==> src/hdl/vtc_regs.svh <==
// Command codes, field positions, reset values and timing counts of the output target logic
`ifndef VTC_REGS_SVH
`define VTC_REGS_SVH

// Command codes
`define VTC_CMD_FORMAT      8'h20
`define VTC_CMD_TARGET      8'h21
`define VTC_CMD_OFFSET      8'h22

// Output format setting fields
`define VTC_FMT_REL_BIT     7
`define VTC_FMT_MODE_MSB    6
`define VTC_FMT_MODE_LSB    5
`define VTC_FMT_EXP_MSB     4
`define VTC_FMT_EXP_LSB     0
`define VTC_FMT_RESET       8'h17

// Exponent magnitudes: supported -4 .. -12, fine grid is 2^-12 V
`define VTC_EXP_MIN_K       5'h04
`define VTC_EXP_MAX_K       5'h0C
`define VTC_FINE_K          5'h0C

// DAC range per loop scale in mV, converted to fine units
`define VTC_DAC_MV_S1       700
`define VTC_DAC_MV_S2       1400
`define VTC_DAC_MV_S4       2800
`define VTC_DAC_MV_S8       6000
`define VTC_MV_TO_FINE(mv)  (((mv) * 4096) / 1000)

// Offset backup saturation, exponent -12
`define VTC_NVM_OFS_MAX     127
`define VTC_NVM_OFS_MIN     (-128)

// Slew tick
`define VTC_CLK_MHZ         20
`define VTC_SLEW_TICK_NS    1000
`define VTC_SLEW_TICK_CYC   ((`VTC_SLEW_TICK_NS * `VTC_CLK_MHZ) / 1000)

`endif

==> src/hdl/placeholder_unused.sv <==
// Empty compilation unit kept for file ordering
`timescale 1ns/1ps
`default_nettype none
`default_nettype wire

==> src/hdl/vtc_pkg.sv <==
// Types shared by the output target logic
package vtc_pkg;
    typedef logic [23:0]        vtc_fine_t;
    typedef logic signed [25:0] vtc_sum_t;
    typedef enum logic { VTC_POR_LOAD, VTC_RUN } vtc_phase_t;
endpackage : vtc_pkg

==> src/hdl/vtc_slew.sv <==
// Ramp of the reference toward its goal at a fixed step per tick
`timescale 1ns/1ps
`default_nettype none
`include "vtc_regs.svh"
module vtc_slew
    import vtc_pkg::*;
(
    // Clock and reset
    input  wire logic      clk,
    input  wire logic      sys_rst,
    // Control
    input  wire logic      load,
    input  wire vtc_fine_t loadValue,
    input  wire vtc_fine_t goal,
    input  wire logic [15:0] step,
    // Result
    output vtc_fine_t      level
);
    localparam logic [15:0] TICK_LAST = 16'(`VTC_SLEW_TICK_CYC - 1);

    logic [15:0] tickCnt;
    vtc_fine_t   diff;

    // Tick prescaler
    always_ff @(posedge clk or posedge sys_rst) begin
        if (sys_rst) begin
            tickCnt <= 16'h0000;
        end else if (tickCnt == TICK_LAST) begin
            tickCnt <= 16'h0000;
        end else begin
            tickCnt <= 16'(tickCnt + 16'h0001);
        end
    end

    // Distance left to travel, either direction
    always_comb begin
        diff = (goal > level) ? 24'(goal - level) : 24'(level - goal);
    end

    // A zero step would stall the ramp, so it is taken as a jump
    always_ff @(posedge clk or posedge sys_rst) begin
        if (sys_rst) begin
            level <= 24'h000000;
        end else if (load) begin
            level <= loadValue;
        end else if (tickCnt == TICK_LAST) begin
            if (step == 16'h0000 || diff <= {8'h00, step}) begin
                level <= goal;
            end else if (goal > level) begin
                level <= 24'(level + {8'h00, step});
            end else begin
                level <= 24'(level - {8'h00, step});
            end
        end
    end
endmodule : vtc_slew
`default_nettype wire

==> src/hdl/vtc_target.sv <==
// Output voltage target and offset commands with boot, reload and clamping
`timescale 1ns/1ps
`default_nettype none
`include "vtc_regs.svh"
module vtc_target
    import vtc_pkg::*;
(
    // Clock and reset
    input  wire logic        clk,
    input  wire logic        sys_rst,
    // Command port from the bus front end
    input  wire logic        cmdValid,
    input  wire logic        cmdWrite,
    input  wire logic [7:0]  cmdCode,
    input  wire logic [15:0] cmdWrData,
    output logic             cmdDone,
    output logic [15:0]      cmdRdData,
    output logic             cmdUnsupported,
    // Configuration bits
    input  wire logic        strapSourceSelect,
    input  wire logic        faultTargetReload,
    input  wire logic        pinIsReset,
    input  wire logic [1:0]  loopScaleFactor,
    input  wire logic [15:0] slewRateSetting,
    input  wire logic [15:0] upperVoltageLimit,
    input  wire logic [15:0] lowerVoltageLimit,
    // Default sources and events
    input  wire logic [15:0] voltageStrapValue,
    input  wire logic [15:0] nvmTargetValue,
    input  wire logic [7:0]  nvmOffsetValue,
    input  wire logic        restoreDefaults,
    input  wire logic        faultShutdown,
    input  wire logic        clearFlags,
    input  wire logic        powerGoodResetPin_n,
    // Status and results
    output logic [15:0]      bootVoltage,
    output logic [7:0]       nvmOffsetBackup,
    output logic [23:0]      referenceLevel,
    output logic             limitViolationWarning,
    output logic             invalidDataFlag,
    output logic             alertHost
);
    // DAC maxima in fine units
    localparam vtc_fine_t DAC_S1 = 24'(`VTC_MV_TO_FINE(`VTC_DAC_MV_S1));
    localparam vtc_fine_t DAC_S2 = 24'(`VTC_MV_TO_FINE(`VTC_DAC_MV_S2));
    localparam vtc_fine_t DAC_S4 = 24'(`VTC_MV_TO_FINE(`VTC_DAC_MV_S4));
    localparam vtc_fine_t DAC_S8 = 24'(`VTC_MV_TO_FINE(`VTC_DAC_MV_S8));
    localparam vtc_sum_t  OFS_MAX = 26'(`VTC_NVM_OFS_MAX);
    localparam vtc_sum_t  OFS_MIN = 26'(`VTC_NVM_OFS_MIN);

    vtc_phase_t  phase;
    logic [7:0]  formatSetting;
    vtc_fine_t   targetFine;
    vtc_fine_t   offsetFine;
    vtc_fine_t   bootFine;
    vtc_fine_t   lastStrap;
    logic        pinSync1;
    logic        pinSync2;
    logic        pinResetActive;

    logic        wrTarget;
    logic        wrOffset;
    logic        wrFormat;
    logic        fmtExpOk;
    logic [4:0]  curK;
    logic [4:0]  newK;
    logic [3:0]  curShift;
    logic [3:0]  newShift;
    vtc_fine_t   wrTargetFine;
    vtc_fine_t   wrOffsetFine;
    vtc_fine_t   dacMax;
    vtc_sum_t    candSum;
    vtc_sum_t    liveSum;
    vtc_sum_t    upperSum;
    vtc_sum_t    lowerSum;
    logic        candOverLimit;
    logic        candUnderLimit;
    logic        candOutOfDac;
    logic        offsetReject;
    logic        setWarn;
    logic        setInvalid;
    logic        slewLoad;
    vtc_fine_t   bootSource;
    vtc_fine_t   goalFine;
    vtc_fine_t   slewLevel;
    vtc_sum_t    ofsWide;

    // Write strobes, one per command
    assign wrTarget = cmdValid && cmdWrite && (cmdCode == `VTC_CMD_TARGET);
    assign wrOffset = cmdValid && cmdWrite && (cmdCode == `VTC_CMD_OFFSET);
    assign wrFormat = cmdValid && cmdWrite && (cmdCode == `VTC_CMD_FORMAT);

    // exponent magnitude from the two's complement field
    always_comb begin
        curK = 5'(~formatSetting[`VTC_FMT_EXP_MSB:`VTC_FMT_EXP_LSB] + 5'h01);
        newK = 5'(~cmdWrData[`VTC_FMT_EXP_MSB:`VTC_FMT_EXP_LSB] + 5'h01);
        curShift = 4'(`VTC_FINE_K - curK);
        newShift = 4'(`VTC_FINE_K - newK);
    end

    // only exponents -4 to -12 are accepted
    assign fmtExpOk = (newK >= `VTC_EXP_MIN_K) && (newK <= `VTC_EXP_MAX_K);

    // target mantissa taken as unsigned absolute, relative bit ignored
    // mantissa scaled onto the fine grid by the current exponent
    assign wrTargetFine = 24'({8'h00, cmdWrData} << curShift);

    assign wrOffsetFine = 24'($signed({{8{cmdWrData[15]}}, cmdWrData}) <<< curShift);

    // DAC range from the loop scale
    always_comb begin
        unique case (loopScaleFactor)
            2'h0: dacMax = DAC_S1;
            2'h1: dacMax = DAC_S2;
            2'h2: dacMax = DAC_S4;
            2'h3: dacMax = DAC_S8;
        endcase
    end

    // Limits widened to the signed sum width
    assign upperSum = $signed({10'h000, upperVoltageLimit});
    assign lowerSum = $signed({10'h000, lowerVoltageLimit});

    // candidate sum for the write under way, target plus offset
    always_comb begin
        if (wrTarget) begin
            candSum = $signed({2'h0, wrTargetFine}) + $signed({{2{offsetFine[23]}}, offsetFine});
        end else if (wrOffset) begin
            candSum = $signed({2'h0, targetFine}) + $signed({{2{wrOffsetFine[23]}}, wrOffsetFine});
        end else begin
            candSum = $signed({2'h0, targetFine}) + $signed({{2{offsetFine[23]}}, offsetFine});
        end
    end

    // Limit checks are taken before the DAC check so a limit hit warns
    assign candOverLimit  = candSum > upperSum;
    assign candUnderLimit = candSum < lowerSum;
    assign candOutOfDac   = (candSum < 26'sh0) || (candSum > $signed({2'h0, dacMax}));

    // offset outside the valid range and inside the limits is rejected
    assign offsetReject = wrOffset && candOutOfDac && !candOverLimit && !candUnderLimit;

    // target write past a limit warns
    // offset write past a limit warns
    assign setWarn = (wrTarget || (wrOffset && !offsetReject)) && (candOverLimit || candUnderLimit);

    // Invalid data: bad offset or bad exponent
    assign setInvalid = offsetReject || (wrFormat && !fmtExpOk);

    // Reset pin passes two flops before use
    always_ff @(posedge clk or posedge sys_rst) begin
        if (sys_rst) begin
            pinSync1 <= 1'b1;
            pinSync2 <= 1'b1;
        end else begin
            pinSync1 <= powerGoodResetPin_n;
            pinSync2 <= pinSync1;
        end
    end

    // Pin counts only while configured in its reset role
    assign pinResetActive = pinIsReset && !pinSync2;

    // Boot phase: one load cycle after reset release
    always_ff @(posedge clk or posedge sys_rst) begin
        if (sys_rst) begin
            phase <= VTC_POR_LOAD;
        end else begin
            unique case (phase)
                VTC_POR_LOAD: phase <= VTC_RUN;
                VTC_RUN:      phase <= VTC_RUN;
            endcase
        end
    end

    assign bootSource = strapSourceSelect ? {8'h00, voltageStrapValue} : {8'h00, nvmTargetValue};

    // boot value in its own storage
    always_ff @(posedge clk or posedge sys_rst) begin
        if (sys_rst) begin
            bootFine  <= 24'h000000;
            lastStrap <= 24'h000000;
        end else if (phase == VTC_POR_LOAD || restoreDefaults) begin
            bootFine  <= bootSource;
            lastStrap <= {8'h00, voltageStrapValue};
        end
    end

    // Output format setting, mode bits read as zero
    always_ff @(posedge clk or posedge sys_rst) begin
        if (sys_rst) begin
            formatSetting <= `VTC_FMT_RESET;
        end else if (wrFormat && fmtExpOk) begin
            formatSetting <= {cmdWrData[`VTC_FMT_REL_BIT], 2'h0,
                              cmdWrData[`VTC_FMT_EXP_MSB:`VTC_FMT_EXP_LSB]};
        end
    end

    // Current target; boot events outrank host writes
    always_ff @(posedge clk or posedge sys_rst) begin
        if (sys_rst) begin
            targetFine <= 24'h000000;
        end else if (phase == VTC_POR_LOAD || restoreDefaults) begin
            targetFine <= bootSource;
        // pin reset restores the boot value
        end else if (pinResetActive) begin
            targetFine <= bootFine;
        // reload after fault from strap or memory
        end else if (faultShutdown && faultTargetReload) begin
            targetFine <= strapSourceSelect ? lastStrap : {8'h00, nvmTargetValue};
        end else if (wrTarget) begin
            targetFine <= wrTargetFine;
        end else if (wrFormat && fmtExpOk) begin
            targetFine <= (targetFine >> newShift) << newShift;
        end
        // otherwise a fault leaves the target alone
    end

    // Current offset; restored from its 8-bit backup at exponent -12
    always_ff @(posedge clk or posedge sys_rst) begin
        if (sys_rst) begin
            offsetFine <= 24'h000000;
        end else if (phase == VTC_POR_LOAD || restoreDefaults) begin
            offsetFine <= {{16{nvmOffsetValue[7]}}, nvmOffsetValue};
        end else if (wrOffset && !offsetReject) begin
            offsetFine <= wrOffsetFine;
        // signed requantise to the new exponent
        end else if (wrFormat && fmtExpOk) begin
            offsetFine <= 24'($signed($signed(offsetFine) >>> newShift) <<< newShift);
        end
    end

    // backup image saturated to the 8-bit range
    assign ofsWide = $signed({{2{offsetFine[23]}}, offsetFine});
    always_ff @(posedge clk or posedge sys_rst) begin
        if (sys_rst) begin
            nvmOffsetBackup <= 8'h00;
        end else if (ofsWide > OFS_MAX) begin
            nvmOffsetBackup <= 8'h7F;
        end else if (ofsWide < OFS_MIN) begin
            nvmOffsetBackup <= 8'h80;
        end else begin
            nvmOffsetBackup <= offsetFine[7:0];
        end
    end

    // Live sum of what is stored now
    assign liveSum = $signed({2'h0, targetFine}) + $signed({{2{offsetFine[23]}}, offsetFine});

    // limit clamp ahead of the DAC clamp
    // DAC ceiling clamps with no warning
    always_comb begin
        if (liveSum > upperSum) begin
            goalFine = 24'(upperSum);
        end else if (liveSum < lowerSum) begin
            goalFine = 24'(lowerSum);
        end else if (liveSum < 26'sh0) begin
            goalFine = 24'h000000;
        end else begin
            goalFine = 24'(liveSum);
        end
        if (goalFine > dacMax) begin
            goalFine = dacMax;
        end
    end

    // Jumps only on boot events; hiccup restart starts from zero anyway
    assign slewLoad = (phase == VTC_POR_LOAD) || restoreDefaults || pinResetActive;

    vtc_slew u_slew (
        .clk       (clk),
        .sys_rst   (sys_rst),
        .load      (slewLoad),
        .loadValue (goalFine),
        .goal      (goalFine),
        .step      (slewRateSetting),
        .level     (slewLevel)
    );

    // Reference follows the ramp, registered
    always_ff @(posedge clk or posedge sys_rst) begin
        if (sys_rst) begin
            referenceLevel <= 24'h000000;
            bootVoltage    <= 16'h0000;
        end else begin
            referenceLevel <= slewLevel;
            bootVoltage    <= bootFine[15:0];
        end
    end

    // Sticky flags; a new event wins over a clear in the same cycle
    always_ff @(posedge clk or posedge sys_rst) begin
        if (sys_rst) begin
            limitViolationWarning <= 1'b0;
            invalidDataFlag       <= 1'b0;
        end else begin
            limitViolationWarning <= setWarn || (limitViolationWarning && !clearFlags);
            invalidDataFlag       <= setInvalid || (invalidDataFlag && !clearFlags);
        end
    end

    // Alert stays up while any flag stands
    always_ff @(posedge clk or posedge sys_rst) begin
        if (sys_rst) begin
            alertHost <= 1'b0;
        end else begin
            alertHost <= setWarn || setInvalid ||
                         ((limitViolationWarning || invalidDataFlag) && !clearFlags);
        end
    end

    // readback re-expressed in the format in force now
    // one answer per command, next cycle
    always_ff @(posedge clk or posedge sys_rst) begin
        if (sys_rst) begin
            cmdDone        <= 1'b0;
            cmdRdData      <= 16'h0000;
            cmdUnsupported <= 1'b0;
        end else begin
            cmdDone <= cmdValid;
            if (cmdValid) begin
                cmdUnsupported <= 1'b0;
                unique case (cmdCode)
                    `VTC_CMD_FORMAT: cmdRdData <= {8'h00, formatSetting};
                    `VTC_CMD_TARGET: cmdRdData <= 16'(targetFine >> curShift);
                    `VTC_CMD_OFFSET: cmdRdData <= 16'($signed(offsetFine) >>> curShift);
                    default: begin
                        cmdRdData      <= 16'h0000;
                        cmdUnsupported <= 1'b1;
                    end
                endcase
            end
        end
    end
endmodule : vtc_target
`default_nettype wire

==> config.mk <==
export PLATFORM = sky130hd
export DESIGN_NAME = vtc_target
export DESIGN_NICKNAME = d
export VERILOG_FILES = /design/src/hdl/placeholder_unused.sv /design/src/hdl/vtc_pkg.sv /design/src/hdl/vtc_slew.sv /design/src/hdl/vtc_target.sv
export VERILOG_INCLUDE_DIRS = /design/src /design/src/hdl
export SDC_FILE = /design/constraint.sdc
export NUM_CORES = 1
export LEC_CHECK = 0
export BUFFER_PORTS_ARGS = -buffer_cell sky130_fd_sc_hd__buf_2
export CAP_MARGIN = 10
export CORE_UTILIZATION = 44
export CTS_CLUSTER_DIAMETER = 100
export DETAILED_ROUTE_END_ITERATION = 7
export PLACE_DENSITY_LB_ADDON = 0.1
export SETUP_SLACK_MARGIN = 0.4
export SLEW_MARGIN = 20
export SYNTH_ARGS = -nofsm -noshare
export SYNTH_HDL_FRONTEND = slang
export SYNTH_SLANG_ARGS = --single-unit
==> constraint.sdc <==
create_clock -name clk -period 15.5 [get_ports clk]
set_input_delay 0.775 -clock clk [delete_from_list [all_inputs] [get_ports clk]]
set_output_delay 0.775 -clock clk [all_outputs]
set_load 0.05 [all_outputs]
==> qor.tcl, run 1 <==
set qor(post_synth.cell_area_avg_sq_um) 7.97
set qor(globalRouteOverflowTotal) 0
set qor(setup-tns-final_ns) 0
set qor(fp.coreArea_sq_mm) 0.0576
set qor(crit_path_max_incr_delay_ns) 0.78
set qor(worst_max_slew_pin_slew_ns) 1.04
set qor(post-cts-setup-buffer-count) 0
set qor(total_cts_buffers) 17
set qor(floorplan.die_area_sq_mm) 0.0592
set qor(count_of_yosys_warnings_during_synthesis) 0
set qor(die_width_um) 243
set qor(setup_violations) 0
set qor(sink_count_of_the_clock_tree) 198
set qor(clockBufferDepth) 2
set qor(synthDistinctLibCells) 91
set qor(worst_path_max_delay_cell) {sky130_fd_sc_hd__nand2_1}
set qor(clkLatencyLatePin_ns) 0.52
set qor(final.min_clock_period_ns) 13.70
set qor(synth_area_in_xor_xnor_pct) 4.10
set qor(fmax_ghz) 0.0730
set qor(grt_antenna_before_repair) 3
set qor(synth_compound_gate_area_share_pct) 25.6
set qor(cts_tree) {yes}
set qor(synth_seq_cells) 198
set qor(postCtsResizedCells) 0
set qor(hpwl_um) 78200
set qor(netlist_instances) 3216
set qor(io_pins) 194
set qor(worst_ep_required_time_ns) 15.92
set qor(vias_per_cell) 6.35
set qor(postSynth.topFlopCell) {sky130_fd_sc_hd__dfrtp_1}
set qor(final_util_pct) 48.5
set qor(timing.critical_path.fanout_max) 24
set qor(port_buffers) 193
set qor(cts-hold-fix-buffers) 0
set qor(routabilityCongestion) 0.976
set qor(maxSlewViolCount) 0
set qor(start_util_pct) 44.5
set qor(post-route-drc-count) 0
set qor(largest_family_of_logic_cells_by_synthesized_area) {compound AO/OA/AOI/OAI gates}
set qor(irDropWorstVdd_uv) 99.7
set qor(fp.dieH_um) 243
set qor(grt_first_pass_wirelength_um) 152000
set qor(routed_wirelength_um) 100000
set qor(overall_global_routing_resource_usage_pct) 33.4
set qor(ctsHtreeMaxLevel) 4
set qor(synth.area.mux_share_pct) 15.2
set qor(final_net_count) 3687
set qor(power_density_mw_per_mm2) 108
set qor(via_count_of_the_first_global_routing_pass) 24894
set qor(report.final.hold_viol_count) 0
set qor(critical_path_class) {register to register}
set qor(timing.critical_path.from_type) {register}
set qor(yosysSeqAreaShare_pct) 19.4
set qor(synth_enable_flop_cells) 0
set qor(drt.antenna.violating_nets) 0
set qor(yosys.area_share.adder_pct) 13.2
set qor(finalNonFillerCells) 4074
set qor(drt-initial-drc-count) 2326
set qor(dr.pass1.iters) 6
set qor(number_of_placement_rows) 88
set qor(post-route-period-util_pct) 88.4
set qor(min-delay-path-class) {input port to async pin}
set qor(grt_setup_unrepaired) {false}
set qor(clock_skews_ns) 0.0172
set qor(syn2layout_area_growth_pct) 9.11
set qor(root_buffer) {sky130_fd_sc_hd__clkbuf_16}
set qor(async_reset_ff_share_pct) 100
set qor(timing.max_cap.violations) 0
set qor(post_synthesis_cell_area_sq_mm) 0.0256
set qor(outcome) {complete, no violations}
set qor(route.vias.total) 25882
set qor(grt_max_degree) 109
set qor(endpoint_kind) {register}
set qor(post-place-cells) 4041
set qor(p_leak_nw) 12.4
set qor(slew_headroom_pct) 28.7
set qor(wl_per_cell_um) 24.6
set qor(critical_path_arrival_ns) 14.12
set qor(final_layout_size_suffix_gt1_share_pct) 13.7
set qor(yosys.area_share.simple_pct) 17.0
set qor(clkSlewWorstSetupHoldPaths_ns) 0.09
set qor(post-layout-total-power_w) 0.00301
## cells by family after synthesis
kind of cell | Yosys count
simple gates | 948
fa+ha+maj | 267
flops | 198
compound gates | 1029
mux | 291
xor+xnor | 120
buf+inv | 361
other cells | 2
## routing by layer
layer / vias up / wire, um / track usage [%]
met4: 0 / 5000 / 16.5
met2: 1038 / 47600 / 55.7
li1: 12009 / - / -
met1: 12604 / 41400 / 42.6
met3: 231 / 6110 / 4.05
met5: - / 0 / 0
## critical path: cells and delay by family (launching register included)
family                   cells  cell delay (ns)
AO/OA/AOI/OAI               32             7.38
AND/OR/NAND/NOR              8             2.15
adder cells (fa/ha/maj)      5             1.75
buffers and inverters        3             0.60
multiplexers                 2             0.59
flip-flops                   1             0.55
XOR/XNOR                     2             0.54
## synthesized netlist by cell type, drive strengths merged, types with 73 or more instances
| cell | count | share of area, % |
|---|---|---|
| ha | 261 | 13 |
| nor2 | 254 | 3.7 |
| xnor2 | 81 | 2.8 |
| o21ai | 229 | 4.5 |
| mux4 | 73 | 6.4 |
| dfrtp | 192 | 19 |
| a211oi | 73 | 2.2 |
| clkbuf | 151 | 2.2 |
| nand2 | 344 | 5.0 |
| inv | 159 | 2.3 |
| a21oi | 321 | 6.3 |
| mux2i | 174 | 6.8 |
## stage by stage
stage                     worst slack (ns)  area, sq um  hold WS, ns
after floorplan                       4.02        25700        0.345
after global placement                2.29        27300        0.347
after detailed placement              1.99        27300        0.347
after CTS                             1.91        27900        0.273
after global routing                 0.771        27900        0.277
final                                 1.80        28000        0.264
## layout make-up
type | count | area, sq um
timing repair buffer | 242 | 1340
clock buffer | 18 | 439
antenna | 1 | 2.50
fill | 5723 | 29600
sequential | 198 | 4970
inverter | 163 | 619
tap | 765 | 957
clock inverter | 14 | 196
multi-input combinational | 2673 | 19400
## flip-flops by register name, indices dropped and copies added, names as in the netlist, 6 cells and up
signal           flops
offsetFine          24
referenceLevel      24
targetFine          24
u_slew.level        24
bootFine            16
bootVoltage         16
cmdRdData           16
lastStrap           16
u_slew.tickCnt      16
nvmOffsetBackup      8
formatSetting        6
## layout by cell type (no fill, tap or decap), types with 37 or more instances in the layout
cell type	synthesis	layout
sky130_fd_sc_hd__o21a_1	49	49
sky130_fd_sc_hd__inv_1	155	154
sky130_fd_sc_hd__buf_2	9	192
sky130_fd_sc_hd__dfrtp_1	192	191
sky130_fd_sc_hd__xor2_1	39	38
sky130_fd_sc_hd__nand3_1	62	62
sky130_fd_sc_hd__nand4_1	37	37
sky130_fd_sc_hd__a21o_1	52	52
sky130_fd_sc_hd__nor3_1	54	52
sky130_fd_sc_hd__nor2_1	254	253
sky130_fd_sc_hd__xnor2_1	81	79
sky130_fd_sc_hd__a211oi_1	71	71
sky130_fd_sc_hd__mux2_2	42	42
sky130_fd_sc_hd__nor2b_1	39	38
sky130_fd_sc_hd__a21oi_1	321	319
sky130_fd_sc_hd__buf_4	2	49
sky130_fd_sc_hd__nand2_1	344	344
sky130_fd_sc_hd__mux2i_1	174	174
sky130_fd_sc_hd__ha_1	261	260
sky130_fd_sc_hd__o21ai_0	221	220
sky130_fd_sc_hd__mux4_2	73	73
sky130_fd_sc_hd__o211ai_1	44	44
sky130_fd_sc_hd__nand2b_1	39	38
## power breakdown
group | internal, W | switching [W] | leakage, nW
logic | 0.000708 | 0.00113 | 9.69
clock network | 0.000241 | 0.000266 | 0.309
registers | 0.000573 | 0.0000852 | 2.44
## worst paths after layout
check	slack, ns	cells after the start	from	end
max in group asynchronous	13.89	3	sys_rst	lastStrap[14]$_DFFE_PP0N_
min	0.26	2	sys_rst	cmdRdData[13]$_DFFE_PP0P_
max reg2reg	1.80	52	offsetFine[3]$_DFFE_PP0P_	u_slew.level[23]$_DFFE_PP0P_
min reg2reg	0.36	0	pinSync1$_DFF_PP1_	pinSync2$_DFF_PP1_
min in group clk	0.35	1	powerGoodResetPin_n	pinSync1$_DFF_PP1_
max	1.80	52	offsetFine[3]$_DFFE_PP0P_	u_slew.level[23]$_DFFE_PP0P_
No activity file was read; power rests on OpenSTA's default activity.
==> run 2: changes to the inputs <==
- CELL_PAD_IN_SITES_DETAIL_PLACEMENT: default -> 2
- CELL_PAD_IN_SITES_GLOBAL_PLACEMENT: default -> 2
- CORE_UTILIZATION: 44 -> 38
==> run 2 against run 1 <==
Register-to-register slack got worse by 0.35 ns; critical path type unchanged; clock-buffer cell count shrank 1; clock power rose by 2%; global-route usage up 1.8 points; non-clock buffer count is 20 higher; sequential share of layout area shrank 0.20 points; combinational power increased by 9.8%; first-iteration DRC count is 23% lower.
==> qor.tcl, run 2 (synthesized netlist as in run 1, its figures left out) <==
set qor(fp.dieH_um) 262 ;# +7.5%
set qor(critical_path_arrival_ns) 14.49 ;# +0.37 ns
set qor(wl_per_cell_um) 29.0 ;# +18%
set qor(num-fill-cells) 7630 ;# +33%
set qor(cts_tree) {yes}
set qor(post-route-drc-count) 0 ;# unchanged
set qor(clkSlewWorstSetupHoldPaths_ns) 0.10 ;# about the same
set qor(insertedDiodeCount) 0 ;# -1
set qor(final_hold_slack_ns) 0.275 ;# +0.0104 ns
set qor(grt_busiest_layer) {met2}
set qor(worst_setup_slack_after_layout_ns) 1.45 ;# -0.354 ns
set qor(grt_max_degree) 76 ;# -30%
set qor(die_width_um) 262 ;# +7.5%
set qor(route.vias.total) 26873 ;# +3.8%
set qor(dr.pass1.iters) 6 ;# unchanged
set qor(min-delay-path-class) {input port to async pin}
set qor(timing.critical_path.fanout_max) 20 ;# -17%
set qor(drt-initial-drc-count) 1802 ;# -23%
set qor(port_buffers) 193 ;# unchanged
set qor(number_of_placement_rows) 94 ;# +6.8%
set qor(timing.critical_path.from_type) {register}
set qor(worst_setup_path_startpoint) {offsetFine[3]$_DFFE_PP0P_}
set qor(routed_wirelength_um) 121000 ;# +21%
set qor(crit_path_max_incr_delay_ns) 0.65 ;# -0.13 ns
set qor(sink_count_of_the_clock_tree) 198 ;# unchanged
set qor(irDropWorstVdd_uv) 65.8 ;# -34%
set qor(grtUsageMet2_pct) 61.8 ;# +6.1 points
set qor(report.final.hold_viol_count) 0 ;# unchanged
set qor(ff2ff_setup_slack_ns) 1.45 ;# -0.35 ns
set qor(fmax_ghz) 0.0712 ;# -2.5%
set qor(drt.antenna.violating_nets) 0 ;# unchanged
set qor(use_met1_pct) 43.4 ;# +0.76 points
set qor(worst_r2r_path_depth) 51 ;# -1.9%
set qor(syn2layout_area_growth_pct) 10.4
set qor(cts-hold-fix-buffers) 0 ;# unchanged
set qor(final_layout_size_suffix_gt1_share_pct) 14.3 ;# +0.61 points
set qor(vias_per_cell) 6.41 ;# +0.91%
set qor(via_count_of_the_first_global_routing_pass) 28664 ;# +15%
set qor(globalRouteMet3Util_pct) 3.72 ;# -0.33 points
set qor(outcome) {complete, no violations}
set qor(final_net_count) 3707 ;# +0.54%
set qor(worstReg2RegEnd) {u_slew.level[23]$_DFFE_PP0P_}
set qor(overall_global_routing_resource_usage_pct) 35.2 ;# +1.8 points
set qor(fp.coreArea_sq_mm) 0.0662 ;# +15%
set qor(ctsHtreeMaxLevel) 4 ;# unchanged
set qor(hpwl_um) 96100 ;# +23%
set qor(fin_area_sq_mm) 0.0283 ;# +1.2%
set qor(floorplan.die_area_sq_mm) 0.0685 ;# +16%
set qor(grt_antenna_before_repair) 0 ;# -3
set qor(endpoint_kind) {register}
set qor(timing.max_cap.violations) 0 ;# unchanged
set qor(p_leak_nw) 12.5 ;# +0.79%
set qor(layout.cells.most_common_list) {sky130_fd_sc_hd__nand2_1, sky130_fd_sc_hd__a21oi_1, sky130_fd_sc_hd__ha_1}
set qor(clockBufferDepth) 2 ;# unchanged
set qor(post-layout-total-power_w) 0.00318 ;# +5.8%
set qor(globalRouteOverflowTotal) 0 ;# unchanged
set qor(critical_path_class) {register to register}
set qor(clock_skews_ns) 0.0219 ;# +0.00467 ns
set qor(mostFrequentLayoutCell) {sky130_fd_sc_hd__nand2_1}
set qor(root_buffer) {sky130_fd_sc_hd__clkbuf_16}
set qor(placedInstanceArea_sq_mm) 0.0276 ;# +1.0%
set qor(post-route-period-util_pct) 90.7 ;# +2.3 points
set qor(power_density_mw_per_mm2) 113 ;# +4.6%
set qor(io_pins) 194 ;# unchanged
set qor(worst_max_slew_pin_slew_ns) 1.18 ;# +0.136 ns
set qor(total_cts_buffers) 17 ;# unchanged
set qor(pre_cts_slack_ns) 1.17 ;# -0.823 ns
set qor(grt_first_pass_wirelength_um) 182000 ;# +20%
set qor(clkLatencyLatePin_ns) 0.53 ;# about the same
set qor(r2r-start) {offsetFine[3]$_DFFE_PP0P_}
set qor(setup-tns-final_ns) 0 ;# unchanged
set qor(final.min_clock_period_ns) 14.05 ;# +0.354 ns
set qor(maxSlewViolCount) 0 ;# unchanged
set qor(worst_ep_required_time_ns) 15.94 ;# +0.02 ns
set qor(worst_path_max_delay_cell) {sky130_fd_sc_hd__dfrtp_1}
set qor(routabilityCongestion) 0.940 ;# -3.7%
set qor(crit_path_end) {u_slew.level[23]$_DFFE_PP0P_}
set qor(setup_violations) 0 ;# unchanged
set qor(worst_path_most_repeated_cell) {sky130_fd_sc_hd__a21oi_1}
set qor(grt_setup_unrepaired) {false}
set qor(slew_headroom_pct) 21.4 ;# -7.3 points
set qor(start_util_pct) 38.7 ;# -5.8 points
## run 2: repair_timing
item / 4_1_cts / 5_1_grt
endpoints found under the setup margin: 0 / 2
setup buffers: 0 / 0
resized for setup: 0 / 2
## run 2: final cells by class
type | count | area (sq um) | area share [%]
inverters | 163 | 619 | 2.19
well taps | 864 | 1080 | 3.82
clock inverters | 15 | 223 | 0.788
flip-flops and latches | 198 | 4970 | 17.6
clock buffers | 17 | 425 | 1.50
multi-input cells | 2673 | 19400 | 68.8
repair buffers | 262 | 1510 | 5.34
## run 2: worst max-delay path: cells and delay by family (launching register included)
family                     cells  cell delay [ns]
AOI/OAI and AO/OA             33             8.16
xor gates and xnor gates       2             0.52
adders and majority gates      5             1.67
buffers and inverters          1             0.38
DFF                            1             0.65
muxes                          2             0.87
and+or+nand+nor                8             1.68
## run 2: how the worst min path moves through the flow
| stage | end | from | slack [ns] |
|---|---|---|---|
| 3_3_place_gp | pinSync2$_DFF_PP1_ | pinSync1$_DFF_PP1_ | 0.35 |
| 3_5_place_dp | pinSync2$_DFF_PP1_ | pinSync1$_DFF_PP1_ | 0.35 |
| 6_report | cmdRdData[11]$_DFFE_PP0P_ | sys_rst | 0.27 |
| 4_1_cts | cmdRdData[15]$_DFFE_PP0P_ | sys_rst | 0.27 |
| 5_1_grt | cmdRdData[15]$_DFFE_PP0P_ | sys_rst | 0.30 |
| 2_1_floorplan | pinSync2$_DFF_PP1_ | pinSync1$_DFF_PP1_ | 0.35 |
## run 2: through the flow
step                std cells  utilization, %
global placement         4159            41.7
finish                   4192            42.7
global route             4192            42.7
floorplan                3232               -
CTS                      4191            42.6
detailed placement       4159            41.7
## run 2: per-layer routing
| layer | share of wire (%) | wire length (um) |
|---|---|---|
| met1 | 41 | 50000 |
| met2 | 50 | 60300 |
| met5 | 0 | 0 |
| met4 | 4.7 | 5650 |
| met3 | 4.5 | 5500 |
## run 2: where the power goes
part / total (W) / switching (W) / internal, W
clock: 0.000515 / 0.000287 / 0.000228
sequential: 0.000650 / 0.0000772 / 0.000573
combinational: 0.00202 / 0.00129 / 0.000730
